[src/design/amp_fault_pkg.sv]
/*
  Shared constants for the amplifier fault status and recovery block: register
  addresses, field positions, reset values, recovery states and timing counts.
  Assumes a register clock of 100 MHz and that every user writes package::name.
*/
package amp_fault_pkg;

  // ----------------------------------------------------------------------
  // Register addresses and reset values.
  // ----------------------------------------------------------------------
  localparam logic [7:0] ADDR_INFLECTION = 8'h09;
  localparam logic [7:0] ADDR_STATUS     = 8'h0A;
  localparam logic [7:0] ADDR_CONTROL    = 8'h0B;
  localparam logic [7:0] STATUS_RESET    = 8'h00;
  localparam logic [7:0] CONTROL_RESET   = 8'h18;
  localparam logic [7:0] INFLECTION_RESET = 8'h22;
  localparam logic [7:0] READ_UNMAPPED   = 8'h00;

  // ----------------------------------------------------------------------
  // Status register bit positions.
  // ----------------------------------------------------------------------
  localparam int ST_RSVD = 7;
  localparam int ST_UV   = 6;
  localparam int ST_LIM  = 5;
  localparam int ST_CLIP = 4;
  localparam int ST_OC   = 3;
  localparam int ST_OTF  = 2;
  localparam int ST_OTW  = 1;
  localparam int ST_BAT  = 0;

  // ----------------------------------------------------------------------
  // Fault recovery control field positions.
  // ----------------------------------------------------------------------
  localparam int CT_ATTEN_HI = 7;
  localparam int CT_ATTEN_LO = 6;
  localparam int CT_TRIG     = 5;
  localparam int CT_LIMIT_HI = 4;
  localparam int CT_LIMIT_LO = 3;
  localparam int CT_SEL_UV   = 2;
  localparam int CT_SEL_OT   = 1;
  localparam int CT_SEL_OC   = 0;
  localparam logic [7:0] CONTROL_STORE_MASK = 8'hDF;
  localparam logic [1:0] LIMIT_UNLIMITED    = 2'h3;
  localparam logic [1:0] ATTEN_NONE         = 2'h0;

  // ----------------------------------------------------------------------
  // Condition vector layout and fault kinds (kinds line up with select bits).
  // ----------------------------------------------------------------------
  localparam int COND_W    = 6;
  localparam int COND_UV   = 0;
  localparam int COND_OC   = 1;
  localparam int COND_OTF  = 2;
  localparam int COND_OTW  = 3;
  localparam int COND_CLIP = 4;
  localparam int COND_LIM  = 5;
  localparam int KIND_W    = 3;
  localparam logic [KIND_W-1:0] KIND_NONE = 3'h0;

  // ----------------------------------------------------------------------
  // Attempt counting and recovery timing.
  // ----------------------------------------------------------------------
  localparam logic [2:0] ATTEMPTS_ONE   = 3'h1;
  localparam logic [2:0] ATTEMPTS_THREE = 3'h3;
  localparam logic [2:0] ATTEMPTS_SEVEN = 3'h7;
  localparam logic [2:0] COUNT_ZERO     = 3'h0;
  localparam logic [2:0] COUNT_STEP     = 3'h1;
  localparam int CLK_PERIOD_NS   = 10;
  localparam int RECOVERY_OK_NS  = 10000;
  localparam int RECOVERY_OK_CYC = (RECOVERY_OK_NS + CLK_PERIOD_NS - 1) / CLK_PERIOD_NS;
  localparam int TIMER_W         = 10;
  localparam logic [TIMER_W-1:0] TIMER_LAST = TIMER_W'(RECOVERY_OK_CYC - 1);
  localparam logic [TIMER_W-1:0] TIMER_ZERO = 10'h000;
  localparam logic [TIMER_W-1:0] TIMER_STEP = 10'h001;

  // Recovery states, Gray coded along run, fault, check, locked and back.
  typedef enum logic [1:0]
  {
    ST_RUN    = 2'b00,
    ST_FAULT  = 2'b01,
    ST_CHECK  = 2'b11,
    ST_LOCKED = 2'b10
  } rec_state_type;

  // Number of automatic attempts that a limit code allows.
  function automatic logic [2:0] attempts_allowed(input logic [1:0] code);
    logic [2:0] n;
    n = ATTEMPTS_SEVEN;
    unique case (code)
      2'h0: n = ATTEMPTS_ONE;
      2'h1: n = ATTEMPTS_THREE;
      2'h2: n = ATTEMPTS_SEVEN;
      2'h3: n = ATTEMPTS_SEVEN;
    endcase
    return n;
  endfunction

endpackage

[src/design/cond_if.sv]
/*
  Carrier for the cleaned analog fault and event conditions between the input
  conditioner and the register bank. Assumes both ends share sys_clk.
*/
`timescale 1ns/1ps
interface cond_if;
  logic uv;    // Regulator undervoltage.
  logic oc;    // Output overcurrent.
  logic overheat_fault_flag;   // Overtemperature fault.
  logic overheat_warning_flag;   // Overtemperature warning.
  logic clip;  // Output clipping.
  logic lim;   // Limiter or tracking gain reduction active.

  modport src (output uv, oc, overheat_fault_flag, overheat_warning_flag, clip, lim);
  modport dst (input uv, oc, overheat_fault_flag, overheat_warning_flag, clip, lim);
endinterface

[src/design/cond_sync.sv]
/*
  Input conditioner: each analog condition passes three flip-flops and the clean
  value follows only when the second and third stages agree. Assumes the raw
  inputs are asynchronous to sys_clk.
*/
`timescale 1ns/1ps
module cond_sync
(
  input  wire logic                            sys_clk,        // Register clock.
  input  wire logic                            rst,            // Asynchronous reset, active high.
  input  wire logic [amp_fault_pkg::COND_W-1:0] raw_conditions, // Raw condition levels.
  cond_if.src                                  cond            // Cleaned conditions.
);

  logic [amp_fault_pkg::COND_W-1:0] ff1_r;
  logic [amp_fault_pkg::COND_W-1:0] ff2_r;
  logic [amp_fault_pkg::COND_W-1:0] ff3_r;
  logic [amp_fault_pkg::COND_W-1:0] clean_r;
  logic [amp_fault_pkg::COND_W-1:0] clean_nxt;
  logic [amp_fault_pkg::COND_W-1:0] disagree;

  // ----------------------------------------------------------------------
  // Filter: a short glitch that never reaches both late stages is dropped.
  // ----------------------------------------------------------------------
  always_comb
  begin
    disagree  = ff2_r ^ ff3_r;
    clean_nxt = (~disagree & ff2_r) | (disagree & clean_r);
  end

  // The first stage feeds only the second stage, to contain metastability.
  always_ff @(posedge sys_clk or posedge rst)
  begin
    if (rst)
    begin
      ff1_r   <= '0;
      ff2_r   <= '0;
      ff3_r   <= '0;
      clean_r <= '0;
    end
    else
    begin
      ff1_r   <= raw_conditions;
      ff2_r   <= ff1_r;
      ff3_r   <= ff2_r;
      clean_r <= clean_nxt;
    end
  end

  // Cleaned levels onto the carrier.
  assign cond.uv   = clean_r[amp_fault_pkg::COND_UV];
  assign cond.oc   = clean_r[amp_fault_pkg::COND_OC];
  assign cond.overheat_fault_flag  = clean_r[amp_fault_pkg::COND_OTF];
  assign cond.overheat_warning_flag  = clean_r[amp_fault_pkg::COND_OTW];
  assign cond.clip = clean_r[amp_fault_pkg::COND_CLIP];
  assign cond.lim  = clean_r[amp_fault_pkg::COND_LIM];

endmodule

[src/design/amp_fault_status_recovery.sv]
/*
  Fault status and fault recovery register bank of a mono digital-input amplifier,
  with the recovery sequencer that gates the output stage.
  Assumes a register-access engine on sys_clk that gives one-cycle read and write
  strobes with address and data, and a battery code from same-clock logic.
*/
`timescale 1ns/1ps
module amp_fault_status_recovery
(
  input  wire logic       sys_clk,          // Register clock, 100 MHz.
  input  wire logic       rst,              // Asynchronous reset, active high.
  input  wire logic       uv_raw,           // Regulator undervoltage detector.
  input  wire logic       oc_raw,           // Output overcurrent detector.
  input  wire logic       otf_raw,          // Overtemperature fault detector.
  input  wire logic       otw_raw,          // Overtemperature warning detector.
  input  wire logic       clip_raw,         // Clip detector.
  input  wire logic       lim_raw,          // Limiter gain reduction active.
  input  wire logic [7:0] battery_code,     // Sensed battery code, same clock.
  input  wire logic [7:0] reg_addr,         // Register address.
  input  wire logic [7:0] reg_wdata,        // Write data.
  input  wire logic       reg_wr,           // Write strobe, one cycle.
  input  wire logic       reg_rd,           // Read strobe, one cycle.
  output logic      [7:0] reg_rdata,        // Read data, one cycle after strobe.
  output logic            amp_enable,       // Output stage enable.
  output logic      [1:0] thermal_warning_attenuation, // Active attenuation code.
  output logic      [7:0] supply_inflection_point      // Inflection value to limiter.
);

  cond_if cond ();

  logic [amp_fault_pkg::COND_W-1:0] raw_conditions;

  // ----------------------------------------------------------------------
  // Input conditioning.
  // ----------------------------------------------------------------------
  always_comb
  begin
    raw_conditions                          = '0;
    raw_conditions[amp_fault_pkg::COND_UV]   = uv_raw;
    raw_conditions[amp_fault_pkg::COND_OC]   = oc_raw;
    raw_conditions[amp_fault_pkg::COND_OTF]  = otf_raw;
    raw_conditions[amp_fault_pkg::COND_OTW]  = otw_raw;
    raw_conditions[amp_fault_pkg::COND_CLIP] = clip_raw;
    raw_conditions[amp_fault_pkg::COND_LIM]  = lim_raw;
  end

  cond_sync u_sync
  (
    .sys_clk        (sys_clk),
    .rst            (rst),
    .raw_conditions (raw_conditions),
    .cond           (cond)
  );

  // ----------------------------------------------------------------------
  // Register file and status capture.
  // ----------------------------------------------------------------------
  logic [7:0] status_r;
  logic [7:0] status_nxt;
  logic [7:0] ctrl_r;
  logic [7:0] ctrl_nxt;
  logic [7:0] infl_r;
  logic [7:0] infl_nxt;
  logic [7:0] rdata_r;
  logic [7:0] rdata_nxt;
  logic       trig_r;
  logic       trig_nxt;
  logic [1:0] atten_r;
  logic [1:0] atten_nxt;
  logic       wr_ctrl;
  logic       wr_infl;
  logic [1:0] limit_code;
  logic [2:0] manual_sel;

  assign limit_code = ctrl_r[amp_fault_pkg::CT_LIMIT_HI:amp_fault_pkg::CT_LIMIT_LO];
  assign manual_sel = ctrl_r[amp_fault_pkg::CT_SEL_UV:amp_fault_pkg::CT_SEL_OC];

  // Status is sampled every cycle; the limiter flag also covers thermal attenuation.
  always_comb
  begin
    wr_ctrl    = reg_wr && (reg_addr == amp_fault_pkg::ADDR_CONTROL);
    wr_infl    = reg_wr && (reg_addr == amp_fault_pkg::ADDR_INFLECTION);
    status_nxt = amp_fault_pkg::STATUS_RESET;
    status_nxt[amp_fault_pkg::ST_UV]   = cond.uv;
    status_nxt[amp_fault_pkg::ST_LIM]  = cond.lim || (atten_r != amp_fault_pkg::ATTEN_NONE);
    status_nxt[amp_fault_pkg::ST_CLIP] = cond.clip;
    status_nxt[amp_fault_pkg::ST_OC]   = cond.oc;
    status_nxt[amp_fault_pkg::ST_OTF]  = cond.overheat_fault_flag;
    status_nxt[amp_fault_pkg::ST_OTW]  = cond.overheat_warning_flag;
    status_nxt[amp_fault_pkg::ST_BAT]  = (battery_code <= infl_r);
    ctrl_nxt   = wr_ctrl ? (reg_wdata & amp_fault_pkg::CONTROL_STORE_MASK) : ctrl_r;
    trig_nxt   = wr_ctrl && reg_wdata[amp_fault_pkg::CT_TRIG];
    infl_nxt   = wr_infl ? reg_wdata : infl_r;
    atten_nxt  = cond.overheat_warning_flag ? ctrl_r[amp_fault_pkg::CT_ATTEN_HI:amp_fault_pkg::CT_ATTEN_LO]
                          : amp_fault_pkg::ATTEN_NONE;
    rdata_nxt  = rdata_r;
    if (reg_rd)
    begin
      unique case (reg_addr)
        amp_fault_pkg::ADDR_STATUS:     rdata_nxt = status_r;
        amp_fault_pkg::ADDR_CONTROL:    rdata_nxt = ctrl_r;
        amp_fault_pkg::ADDR_INFLECTION: rdata_nxt = infl_r;
        default:                        rdata_nxt = amp_fault_pkg::READ_UNMAPPED;
      endcase
    end
  end

  // Register bank flops; writes to the status address are ignored.
  always_ff @(posedge sys_clk or posedge rst)
  begin
    if (rst)
    begin
      status_r <= amp_fault_pkg::STATUS_RESET;
      ctrl_r   <= amp_fault_pkg::CONTROL_RESET;
      infl_r   <= amp_fault_pkg::INFLECTION_RESET;
      rdata_r  <= amp_fault_pkg::READ_UNMAPPED;
      trig_r   <= 1'b0;
      atten_r  <= amp_fault_pkg::ATTEN_NONE;
    end
    else
    begin
      status_r <= status_nxt;
      ctrl_r   <= ctrl_nxt;
      infl_r   <= infl_nxt;
      rdata_r  <= rdata_nxt;
      trig_r   <= trig_nxt;
      atten_r  <= atten_nxt;
    end
  end

  // ----------------------------------------------------------------------
  // Recovery sequencer.
  // ----------------------------------------------------------------------
  amp_fault_pkg::rec_state_type state_r;
  amp_fault_pkg::rec_state_type state_nxt;
  logic [amp_fault_pkg::KIND_W-1:0]  kind_r;
  logic [amp_fault_pkg::KIND_W-1:0]  kind_nxt;
  logic [amp_fault_pkg::KIND_W-1:0]  fault_now;
  logic [2:0]                        count_r;
  logic [2:0]                        count_nxt;
  logic [amp_fault_pkg::TIMER_W-1:0] timer_r;
  logic [amp_fault_pkg::TIMER_W-1:0] timer_nxt;
  logic                              enable_r;
  logic                              enable_nxt;
  logic                              manual_needed;
  logic                              exhausted;

  // A success needs a whole probation window without a fault, so a fault that
  // returns at once does not reset the attempt count and loop forever.
  always_comb
  begin
    fault_now = amp_fault_pkg::KIND_NONE;
    fault_now[amp_fault_pkg::CT_SEL_UV] = cond.uv;
    fault_now[amp_fault_pkg::CT_SEL_OT] = cond.overheat_fault_flag;
    fault_now[amp_fault_pkg::CT_SEL_OC] = cond.oc;
    manual_needed = |(kind_r & manual_sel);
    exhausted     = (limit_code != amp_fault_pkg::LIMIT_UNLIMITED) &&
                    (count_r >= amp_fault_pkg::attempts_allowed(limit_code));
    state_nxt = state_r;
    kind_nxt  = kind_r | fault_now;
    count_nxt = count_r;
    timer_nxt = amp_fault_pkg::TIMER_ZERO;
    unique case (state_r)
      amp_fault_pkg::ST_RUN:
      begin
        if (fault_now != amp_fault_pkg::KIND_NONE)
          state_nxt = amp_fault_pkg::ST_FAULT;
      end
      amp_fault_pkg::ST_FAULT:
      begin
        if (fault_now == amp_fault_pkg::KIND_NONE)
        begin
          if (manual_needed || exhausted)
            state_nxt = amp_fault_pkg::ST_LOCKED;
          else
          begin
            state_nxt = amp_fault_pkg::ST_CHECK;
            if (count_r != amp_fault_pkg::ATTEMPTS_SEVEN)
              count_nxt = count_r + amp_fault_pkg::COUNT_STEP;
          end
        end
      end
      amp_fault_pkg::ST_CHECK:
      begin
        if (fault_now != amp_fault_pkg::KIND_NONE)
          state_nxt = amp_fault_pkg::ST_FAULT;
        else if (timer_r == amp_fault_pkg::TIMER_LAST)
        begin
          state_nxt = amp_fault_pkg::ST_RUN;
          count_nxt = amp_fault_pkg::COUNT_ZERO;
          kind_nxt  = amp_fault_pkg::KIND_NONE;
        end
        else
          timer_nxt = timer_r + amp_fault_pkg::TIMER_STEP;
      end
      amp_fault_pkg::ST_LOCKED:
      begin
        if (trig_r)
        begin
          count_nxt = amp_fault_pkg::COUNT_ZERO;
          if (fault_now == amp_fault_pkg::KIND_NONE)
          begin
            state_nxt = amp_fault_pkg::ST_CHECK;
            kind_nxt  = amp_fault_pkg::KIND_NONE;
          end
        end
      end
    endcase
    enable_nxt = (state_nxt == amp_fault_pkg::ST_RUN) || (state_nxt == amp_fault_pkg::ST_CHECK);
  end

  // Sequencer flops; output stays off through reset.
  always_ff @(posedge sys_clk or posedge rst)
  begin
    if (rst)
    begin
      state_r  <= amp_fault_pkg::ST_RUN;
      kind_r   <= amp_fault_pkg::KIND_NONE;
      count_r  <= amp_fault_pkg::COUNT_ZERO;
      timer_r  <= amp_fault_pkg::TIMER_ZERO;
      enable_r <= 1'b0;
    end
    else
    begin
      state_r  <= state_nxt;
      kind_r   <= kind_nxt;
      count_r  <= count_nxt;
      timer_r  <= timer_nxt;
      enable_r <= enable_nxt;
    end
  end

  assign reg_rdata                   = rdata_r;
  assign amp_enable                  = enable_r;
  assign thermal_warning_attenuation = atten_r;
  assign supply_inflection_point     = infl_r;
endmodule

[config.mk]
export PLATFORM = sky130hd
export DESIGN_NAME = amp_fault_status_recovery
export DESIGN_NICKNAME = d
export VERILOG_FILES = /design/src/design/amp_fault_pkg.sv /design/src/design/cond_if.sv /design/src/design/cond_sync.sv /design/src/design/amp_fault_status_recovery.sv
export SDC_FILE = /design/constraint.sdc
export NUM_CORES = 1
export LEC_CHECK = 0
export CELL_PAD_IN_SITES_DETAIL_PLACEMENT = 0
export CELL_PAD_IN_SITES_GLOBAL_PLACEMENT = 1
export CORE_MARGIN = 2
export CORE_UTILIZATION = 40
export DETAILED_ROUTE_END_ITERATION = 7
export DONT_BUFFER_PORTS = 1
export GPL_TIMING_DRIVEN = 0
export PLACE_DENSITY = 0.71
export SETUP_SLACK_MARGIN = 0.4
export SYNTH_ARGS = -nofsm -noshare
export SYNTH_HDL_FRONTEND = slang
export SYNTH_HIERARCHICAL = 1
export SYNTH_SLANG_ARGS = --single-unit
[constraint.sdc]
create_clock -name sys_clk -period 2.05 [get_ports sys_clk]
set_input_delay 0.1025 -clock sys_clk [delete_from_list [all_inputs] [get_ports sys_clk]]
set_output_delay 0.1025 -clock sys_clk [all_outputs]
set_load 0.01 [all_outputs]
# Yosys cells after proc, flatten, opt, wreduce, memory -nomap -nowiden
# Cells that the tools add are included.
# classes
eq_ne,19
mux,26
reduce_logical,17
bitwise_logic,7
add_sub_neg,2
magnitude_cmp,2
# op_table
operator,n
$mux 10,3
$mux 3,10
$eq 8x4->1 const B,3
$pmux 8 s3,1
$pmux 3 s3,2
$mux 2,7
$ne 2x2->1 const B,7
$and 6x6->6,2
$add 10x1->10 const B,1
$eq 10x10->1 const B,1
$eq 2x2->1 const B,5
$le 8x8->1,1
$pmux 2 s4,1
$reduce_and 7->1,1
$logic_not 2->1,3
$not 6->6,1
$or 6x6->6,1
$pmux 3 s2,1
$reduce_bool 3->1,2
$xor 6x6->6,1
$eq 2x1->1 const B,2
$logic_and 1x1->1,4
$add 3x1->3 const B,1
$and 3x3->3,1
9 further kinds,11
# word_totals
register_bits,76
inputBits,34
output_inout_bits,19
wordCells,88

# Logic depth before layout (Yosys ltp)
# Gate-level depths: netlist of run 1.
# logic_depth
depth_word,11
ltp_mapped,7
mapped_depth_nobuf,7

# By module
# The synthesis of run 1 kept the hierarchy.
# by_module_without_submodules
mod,cells_per_inst,area_each_um2,seq_area_each_um2,instances
amp_fault_status_recovery,234,2671.3,1306.3,1
cond_sync,31,671.9,600.6,1

# Worst setup path before layout of run 1
# Ideal clock, no wire load.
# synth_timing
path_kind,flip-flop to flip-flop
startpoint,register ctrl_r[4]
endpoint,register count_r[0]
slack_ps,-84
path_stages_with_launch,8
setup_ps,128
synth_period_minus_slack_ps,2134
n_path_buf,0
arrival_ps,2006
t_required_ps,1922
cell_sequence,dfstp_2 nor2_1 ha_1 a211oi_1 o21ai_1 nor4_1 a2bb2oi_2 mux2_1
# synth_via
elab_chain_cells,8
elab_cells_between_ends,12
classes_between,order compare (1); eq/ne (5); mux (1); reduce/logical (5)
# synth_rtl
element,line,text
start: declaration,amp_fault_status_recovery.sv:60,logic [7:0] ctrl_r;
start signal: assignment,amp_fault_status_recovery.sv:114,ctrl_r <= amp_fault_pkg::CONTROL_RESET;
start signal: assignment,amp_fault_status_recovery.sv:123,ctrl_r <= ctrl_nxt;
$eq 2x2->1,amp_fault_pkg.sv:88,unique case (code)
$reduce_or 2->1 (no source line),-,
$pmux 3 s3,amp_fault_pkg.sv:88,
$ge 3x3->1,amp_fault_status_recovery.sv:158,(count_r >= amp_fault_pkg::attempts_allowed(limit_code));
$logic_and 1x1->1 (*),amp_fault_status_recovery.sv:157,exhausted = (limit_code != amp_fault_pkg::LIMIT_UNLIMITED) &&
$logic_or 1x1->1 (*),amp_fault_status_recovery.sv:173,if (manual_needed || exhausted)
$ne 2x2->1 (no source line) (*),-,
$reduce_and 7->1 (no source line) (*),-,
end signal: assignment,amp_fault_status_recovery.sv:219,count_r <= amp_fault_pkg::COUNT_ZERO;
end signal: assignment,amp_fault_status_recovery.sv:227,count_r <= count_nxt;
end: declaration,amp_fault_status_recovery.sv:139,logic [2:0] count_r;
# Every way passes the cells marked *; elsewhere a longest branch is shown, timed or not. The select of a mux whose other input is x is not followed.
# A chain may end at the register's enable or synchronous reset.

# Final worst setup path of run 1
# Same ends and word-level chain as after synthesis.

==> results of run 1 <==
==> critical path, stage by stage (launching register included) <==
cell	delay, ns
dfstp_2	0.55
nor2_2	0.04
ha_1	0.27
a211oi_2	0.22
o21ai_1	0.10
nor4_2	0.27
a2bb2oi_2	0.21
mux2_1	0.33
==> logic make-up (layout without fill, tap and decap cells) <==
group           Yosys count  after routing  share of synthesized area, %
flops                    76             76                          57.0
compound gates           41             41                          8.38
xor+xnor                  9              9                          2.36
fa+ha+maj                23             23                          8.38
mux                      23             23                          9.24
simple gates             62             62                          10.9
buf+inv                  31             74                          3.74
==> layout by cell type (no fill, tap or decap), types with 5 or more instances in the layout <==
| cell type | count |
|---|---|
| inv_1 | 25 |
| a22oi_1 | 6 |
| clkbuf_8 | 10 |
| xnor2_1 | 6 |
| nand3_1 | 5 |
| mux2_2 | 6 |
| o21ai_0 | 7 |
| dfrtp_1 | 70 |
| nand2_1 | 10 |
| buf_4 | 10 |
| dlygate4sd3_1 | 17 |
| maj3_2 | 6 |
| o22ai_1 | 7 |
| mux2_4 | 14 |
| ha_1 | 13 |
| nor2_1 | 14 |
==> metrics by stage <==
stage	power, W	hold slack [ns]	setup TNS (ns)	util, %
floorplan	0.00234	0.117	-0.0272	-
global placement	0.00248	0.134	-0.157	42.7
detailed placement	0.00251	-0.0414	-0.212	42.9
CTS	0.00362	0.0177	-0.111	48.1
global route	0.00382	0.0203	-0.411	48.7
finish	0.00360	0.0371	-0.0601	48.7
==> layer usage <==
metal / wire length, um / share of wire, % / track usage (%)
met5: 0 / 0 / 0
met4: 62 / 0.99 / 4.64
met3: 281 / 4.5 / 5.06
met2: 2840 / 45 / 21.8
met1: 3090 / 49 / 21.5
==> layout make-up <==
cell class              count  area (um2)
inverters                  26        97.6
repair buffers             28         265
clock buffers              10         138
plain buffers               5        27.5
multi-input cells         158        1380
flip-flops and latches     76        1910
well taps                 105         131
clock inverters             5        36.3
fillers                   749        4190
==> final timing paths <==
path                            cells after the start            start                          to
worst max-delay path                                7        ctrl_r[4]                  count_r[0]
worst min-delay path                                2      reg_addr[1]  supply_inflection_point[0]
worst max register to register                      7        ctrl_r[4]                  count_r[0]
worst min register to register                      0  u_sync/ff1_r[3]             u_sync/ff2_r[3]
max in group asynchronous                           2              rst                   async pin
min in group asynchronous                           2              rst                  timer_r[7]
==> power by group <==
group	internal, W	switching, W	total, W
combinational	0.000425	0.000406	0.000830
clock	0.000467	0.000532	0.000998
sequential	0.00164	0.000128	0.00177
==> registers in the layout, indices dropped and copies added (netlist names), named ones only <==
name / count
count_r: 3
reg_rdata: 8
timer_r: 10
supply_inflection_point: 8
state_r: 2
ctrl_r: 7
status_r: 7
trig_r: 1
kind_r: 3
u_sync/ff2_r: 6
thermal_warning_attenuation: 2
u_sync/ff1_r: 6
u_sync/ff3_r: 6
amp_enable: 1
==> timing repair <==
action,in CTS,in global routing
resized for setup,5,8
pin swaps,3,2
setup endpoints to repair,19,19
setup buffers,8,2
hold buffers,17,0
endpoints found under the hold margin,96,0
==> results.toml, run 1 <==
[run_status]
status = "finished, violations left"
violations = "setup timing"

[synthesis]
synth_fp_nets = 316
synthArstFlopShare_pct = 100
yosys.area.top_type_share_pct = 53.9
synth_edf_count = 0
ys_ff_latch = 76
syn_area_um2 = 3340
synth_cell_types = 49
synthTopCellsByCount = "dfrtp_1, inv_1, ha_1"
yosysSeqAreaShare_pct = 57.0
synthMostInstantiatedCell = "dfrtp_1"
synth_top_cell_by_area = "dfrtp_1"
yosys_warnings = 6
synthCells = 265
synthTopCellsByArea = "dfrtp_1, ha_1, mux2_4"
syn_area_per_cell_um2 = 12.6
ys.flop_type = "dfrtp_1"

[setup_path]
arrival_ns = 2.32
start_kind = "register"
critPathMaxFanout = 3
path_class = "reg -> reg"
end_kind = "register"
crit_required_ns = 2.29
worst-r2r-setup-slack_ns = -0.04

[floorplanning]
io_pins = 53
die_area_um2 = 9100
die_h_um = 95.4
rows = 33
die_w_um = 95.4
start_util_pct = 40.9
coreArea_um2 = 8180

[min_path]
min_path_type = "in -> reg"

[pwr]
ir_drop_mv = 0.671
p_leak_nw = 1.72
power_density_nw_per_um2 = 903

[placement]
dp_slack_ns = -0.188
gp_congestion = 0.770
io_buffers = 0
placed_cells = 371
dpl.hpwl_mm = 4.46
dpl-instance-area_um2 = 3510

[grt]
grt_usage_pct = 15.1
grt_pass1_wl_mm = 10.3
overflow = 0
grt_max_degree = 41
grt_pass1_vias = 2064
antenna_found_initial = 0

[clock_network]
cts_root_buf = "clkbuf_8"
cts_tree = "yes"
clock_path_buffers = 2
path_clk_slew_ns = 0.08
numCtsBuffers = 9
clkLatencyLatePin_ns = 0.35
cts.sinks = 76
h-tree-depth = 3

[detailed_routing]
viasPerCell = 4.94
wl_per_cell_um = 15.2
initialDrtViolationCount = 53
vias = 2042
drc = 0
routed_wl_mm = 6.27
drt-pass1-iter-count = 4
antenna_left = 0

[sta]
setup_viol = 2
fin_ws_ns = -0.0385
finalCritPeriodShare_pct = 102
rsz0062_at_grt = "true"
fin_skew_ns = 0.0124
min_period_ns = 2.09
maxSlewViolCount = 0
hold_viol = 0
max_freq_mhz = 479
slew_headroom_pct = 42.8
tightest_slew_ns = 0.857

[job]
cap_violations = 0

[cells_and_area]
nets = 355
areaGrowthSynthToFinish_pct = 19.2
finalInstanceArea_um2 = 3980
final_cells = 413
n_antenna_cell = 0
drive_gt1_share_pct = 25.6
No activity file was read; power rests on OpenSTA's default activity.
==> run 2, diff against run 1 <==
--- a/config.mk
+++ b/config.mk
@@ -16,5 +16,4 @@
 export SETUP_SLACK_MARGIN = 0.4
 export SYNTH_ARGS = -nofsm -noshare
 export SYNTH_HDL_FRONTEND = slang
-export SYNTH_HIERARCHICAL = 1
 export SYNTH_SLANG_ARGS = --single-unit
==> run 2 against run 1 <==
The flow still finishes with violations (setup timing). Synthesized area decreased by 2.8%. Flip-flop and latch count stayed put. Count of clock-buffer cells in the layout increased by 1. Non-clock buffer count decreased by 2. Routed wire length is 2.7% lower. Combinational power is 11% lower. Die area is 2.7% lower. Cell count shrank 1.2%. First-iteration DRC count is 34% higher. Critical path type unchanged. Largest cell class unchanged.
==> results.toml, run 2 <==
[run_status]
status = "finished, violations left"
violations = "setup timing"

[setup_path]
max_stage_delay_ns = 0.57
reg2reg_depth = 7
crit_top_cell = "a211oi_2"
worst-r2r-setup-slack_ns = -0.07
timing.rr.end = "amp_enable"
cp_slowest_cell = "dfstp_2"
critPathMaxFanout = 4
start_kind = "register"
r2r-start = "ctrl_r[3]"
end_kind = "register"
arrival_ns = 2.39
crit_required_ns = 2.32
path_class = "reg -> reg"
crit_chain = "nor2_2 -> ha_1 -> a211oi_2 -> a211oi_2 -> or4b_1 -> o211ai_1 -> xnor2_1"

[cells_and_area]
layout_commonest_cell = "dfrtp_1"
n_antenna_cell = 0
largest_register_ffs = 10
areaGrowthSynthToFinish_pct = 21.6
final_cell_mix = "dfrtp_1, inv_1, dlygate4sd3_1"
regMostFlops = "timer_r"
nets = 352
drive_gt1_share_pct = 19.6
utilization_pct = 50.6

[synthesis]
syn_area_per_cell_um2 = 12.3
synthCells = 264
synth_cell_types = 45
synthMostInstantiatedCell = "dfrtp_1"
ys.flop_type = "dfrtp_1"
synthTopCellsByCount = "dfrtp_1, inv_1, ha_1"
synthArstFlopShare_pct = 100
ys_ff_latch = 76
yosys.area.top_type_share_pct = 55.4
synth_edf_count = 0
synth_fp_nets = 315
yosysSeqAreaShare_pct = 58.7
synth_top_cell_by_area = "dfrtp_1"
syn_area_um2 = 3250
synthTopCellsByArea = "dfrtp_1, ha_1, mux2_1"
yosys_warnings = 0

[detailed_routing]
routed_wl_mm = 6.10
viasPerCell = 5.04
antenna_left = 0
vias = 2057
initialDrtViolationCount = 71
wl_per_cell_um = 15.0
drc = 0
drt-pass1-iter-count = 4

[sta]
tightest_slew_ns = 0.770
slew_headroom_pct = 48.5
min_period_ns = 2.12
rsz0062_at_grt = "true"
finalCritPeriodShare_pct = 104
maxSlewViolCount = 0
fin_ws_ns = -0.0736
max_freq_mhz = 471
timing.hold.ws_ns = 0.0347
setup_viol = 2
hold_viol = 0
fin_skew_ns = 0.00724

[floorplanning]
io_pins = 53
rows = 32
die_w_um = 94.1
die_area_um2 = 8860
coreArea_um2 = 7810
die_h_um = 94.1
start_util_pct = 41.6

[placement]
dpl.hpwl_mm = 4.07
dp_slack_ns = -0.0132
io_buffers = 0
gp_congestion = 0.807

[grt]
grt_usage_pct = 14.6
grt_pass1_wl_mm = 9.85
overflow = 0
antenna_found_initial = 0
grt_max_degree = 44
grt_pass1_vias = 2037

[pwr]
power.internal_w = 0.00259
power_frac_seq_pct = 48.2
share_clk_of_total_power_pct = 31.5
p_switching_w = 0.00104
power_density_nw_per_um2 = 918
power.total_w = 0.00363
ir_drop_mv = 0.481
p_leak_nw = 1.71
pwr-share-comb_pct = 20.3
switching_share_pct = 28.7

[min_path]
min_path_cells = 2
hold_end = "supply_inflection_point[2]"
min_path_type = "in -> reg"
worstHoldStart = "reg_addr[1]"

[clock_network]
clkLatencyLatePin_ns = 0.34
cts.sinks = 76
clock_path_buffers = 2
cts_root_buf = "clkbuf_8"
h-tree-depth = 3
path_clk_slew_ns = 0.08
cts_tree = "yes"
numCtsBuffers = 9

[job]
cap_violations = 0
run 2: stage by stage:
stage          area [um2]  setup TNS, ns  instances
3_3_place_gp         3390       -0.00938        366
2_1_floorplan        3260              0        264
3_5_place_dp         3410        -0.0132        367
5_1_grt              3950         -0.275        408
6_report             3950         -0.124        408
4_1_cts              3810        -0.0293        403
run 2: what timing repair did:
action / CTS / global route
endpoints found under the setup margin: 10 / 15
hold endpoints to repair: 54 / 0
pin swaps: 4 / 7
hold buffers: 17 / 0
setup buffers: 3 / 5
gates resized for setup: 5 / 19
run 2: layer usage:
layer | vias up | routed length, um | global-route usage [%]
met5 | - | 0 | 0
met4 | 0 | 56 | 4.35
met3 | 8 | 281 | 6.18
met2 | 51 | 2890 | 21.5
met1 | 992 | 2870 | 19.7
li1 | 1006 | - | -
run 2: worst max-delay path: cells and delay by family (launching register included):
family,cells,cell delay (ns)
flip-flops,1,0.57
AO/OA/AOI/OAI,3,0.46
adder cells (fa/ha/maj),1,0.28
XOR/XNOR,1,0.17
AND/OR/NAND/NOR,2,0.57
run 2: logic make-up after synthesis:
group	after synthesis	share of synthesized area (%)
mux	21	7.24
simple gates	60	10.8
compound gates	42	8.54
xor+xnor	9	2.43
fa+ha+maj	23	8.39
flops	76	58.7
buf+inv	33	3.96
run 2: layout make-up:
type	count	area, um2
fill	694	3860
inverter	28	109
sequential	76	1910
buffer	5	23.8
clock buffer	11	141
tap	102	128
multi-input combinational	155	1330
timing repair buffer	26	254
clock inverter	5	61.3
run 2: worst max path at each step:
stage | end | cells past startpoint | slack (ns) | from
after detailed placement | amp_enable | 7 | -0.01 | ctrl_r[4]
final | amp_enable | 7 | -0.07 | ctrl_r[3]
after floorplan | amp_enable | 7 | 0.16 | ctrl_r[3]
after CTS | amp_enable | 7 | -0.03 | ctrl_r[4]
after global placement | amp_enable | 7 | -0.009 | ctrl_r[4]
after global routing | amp_enable | 7 | -0.15 | ctrl_r[3]
run 2: power groups by stage:
stage / logic [W] / registers (W) / clock network, W
floorplan: 0.000446 / 0.00174 / 0
global placement: 0.000527 / 0.00178 / 0
detailed placement: 0.000548 / 0.00178 / 0
CTS: 0.000613 / 0.00175 / 0.00119
global route: 0.000834 / 0.00177 / 0.00126
finish: 0.000735 / 0.00175 / 0.00114
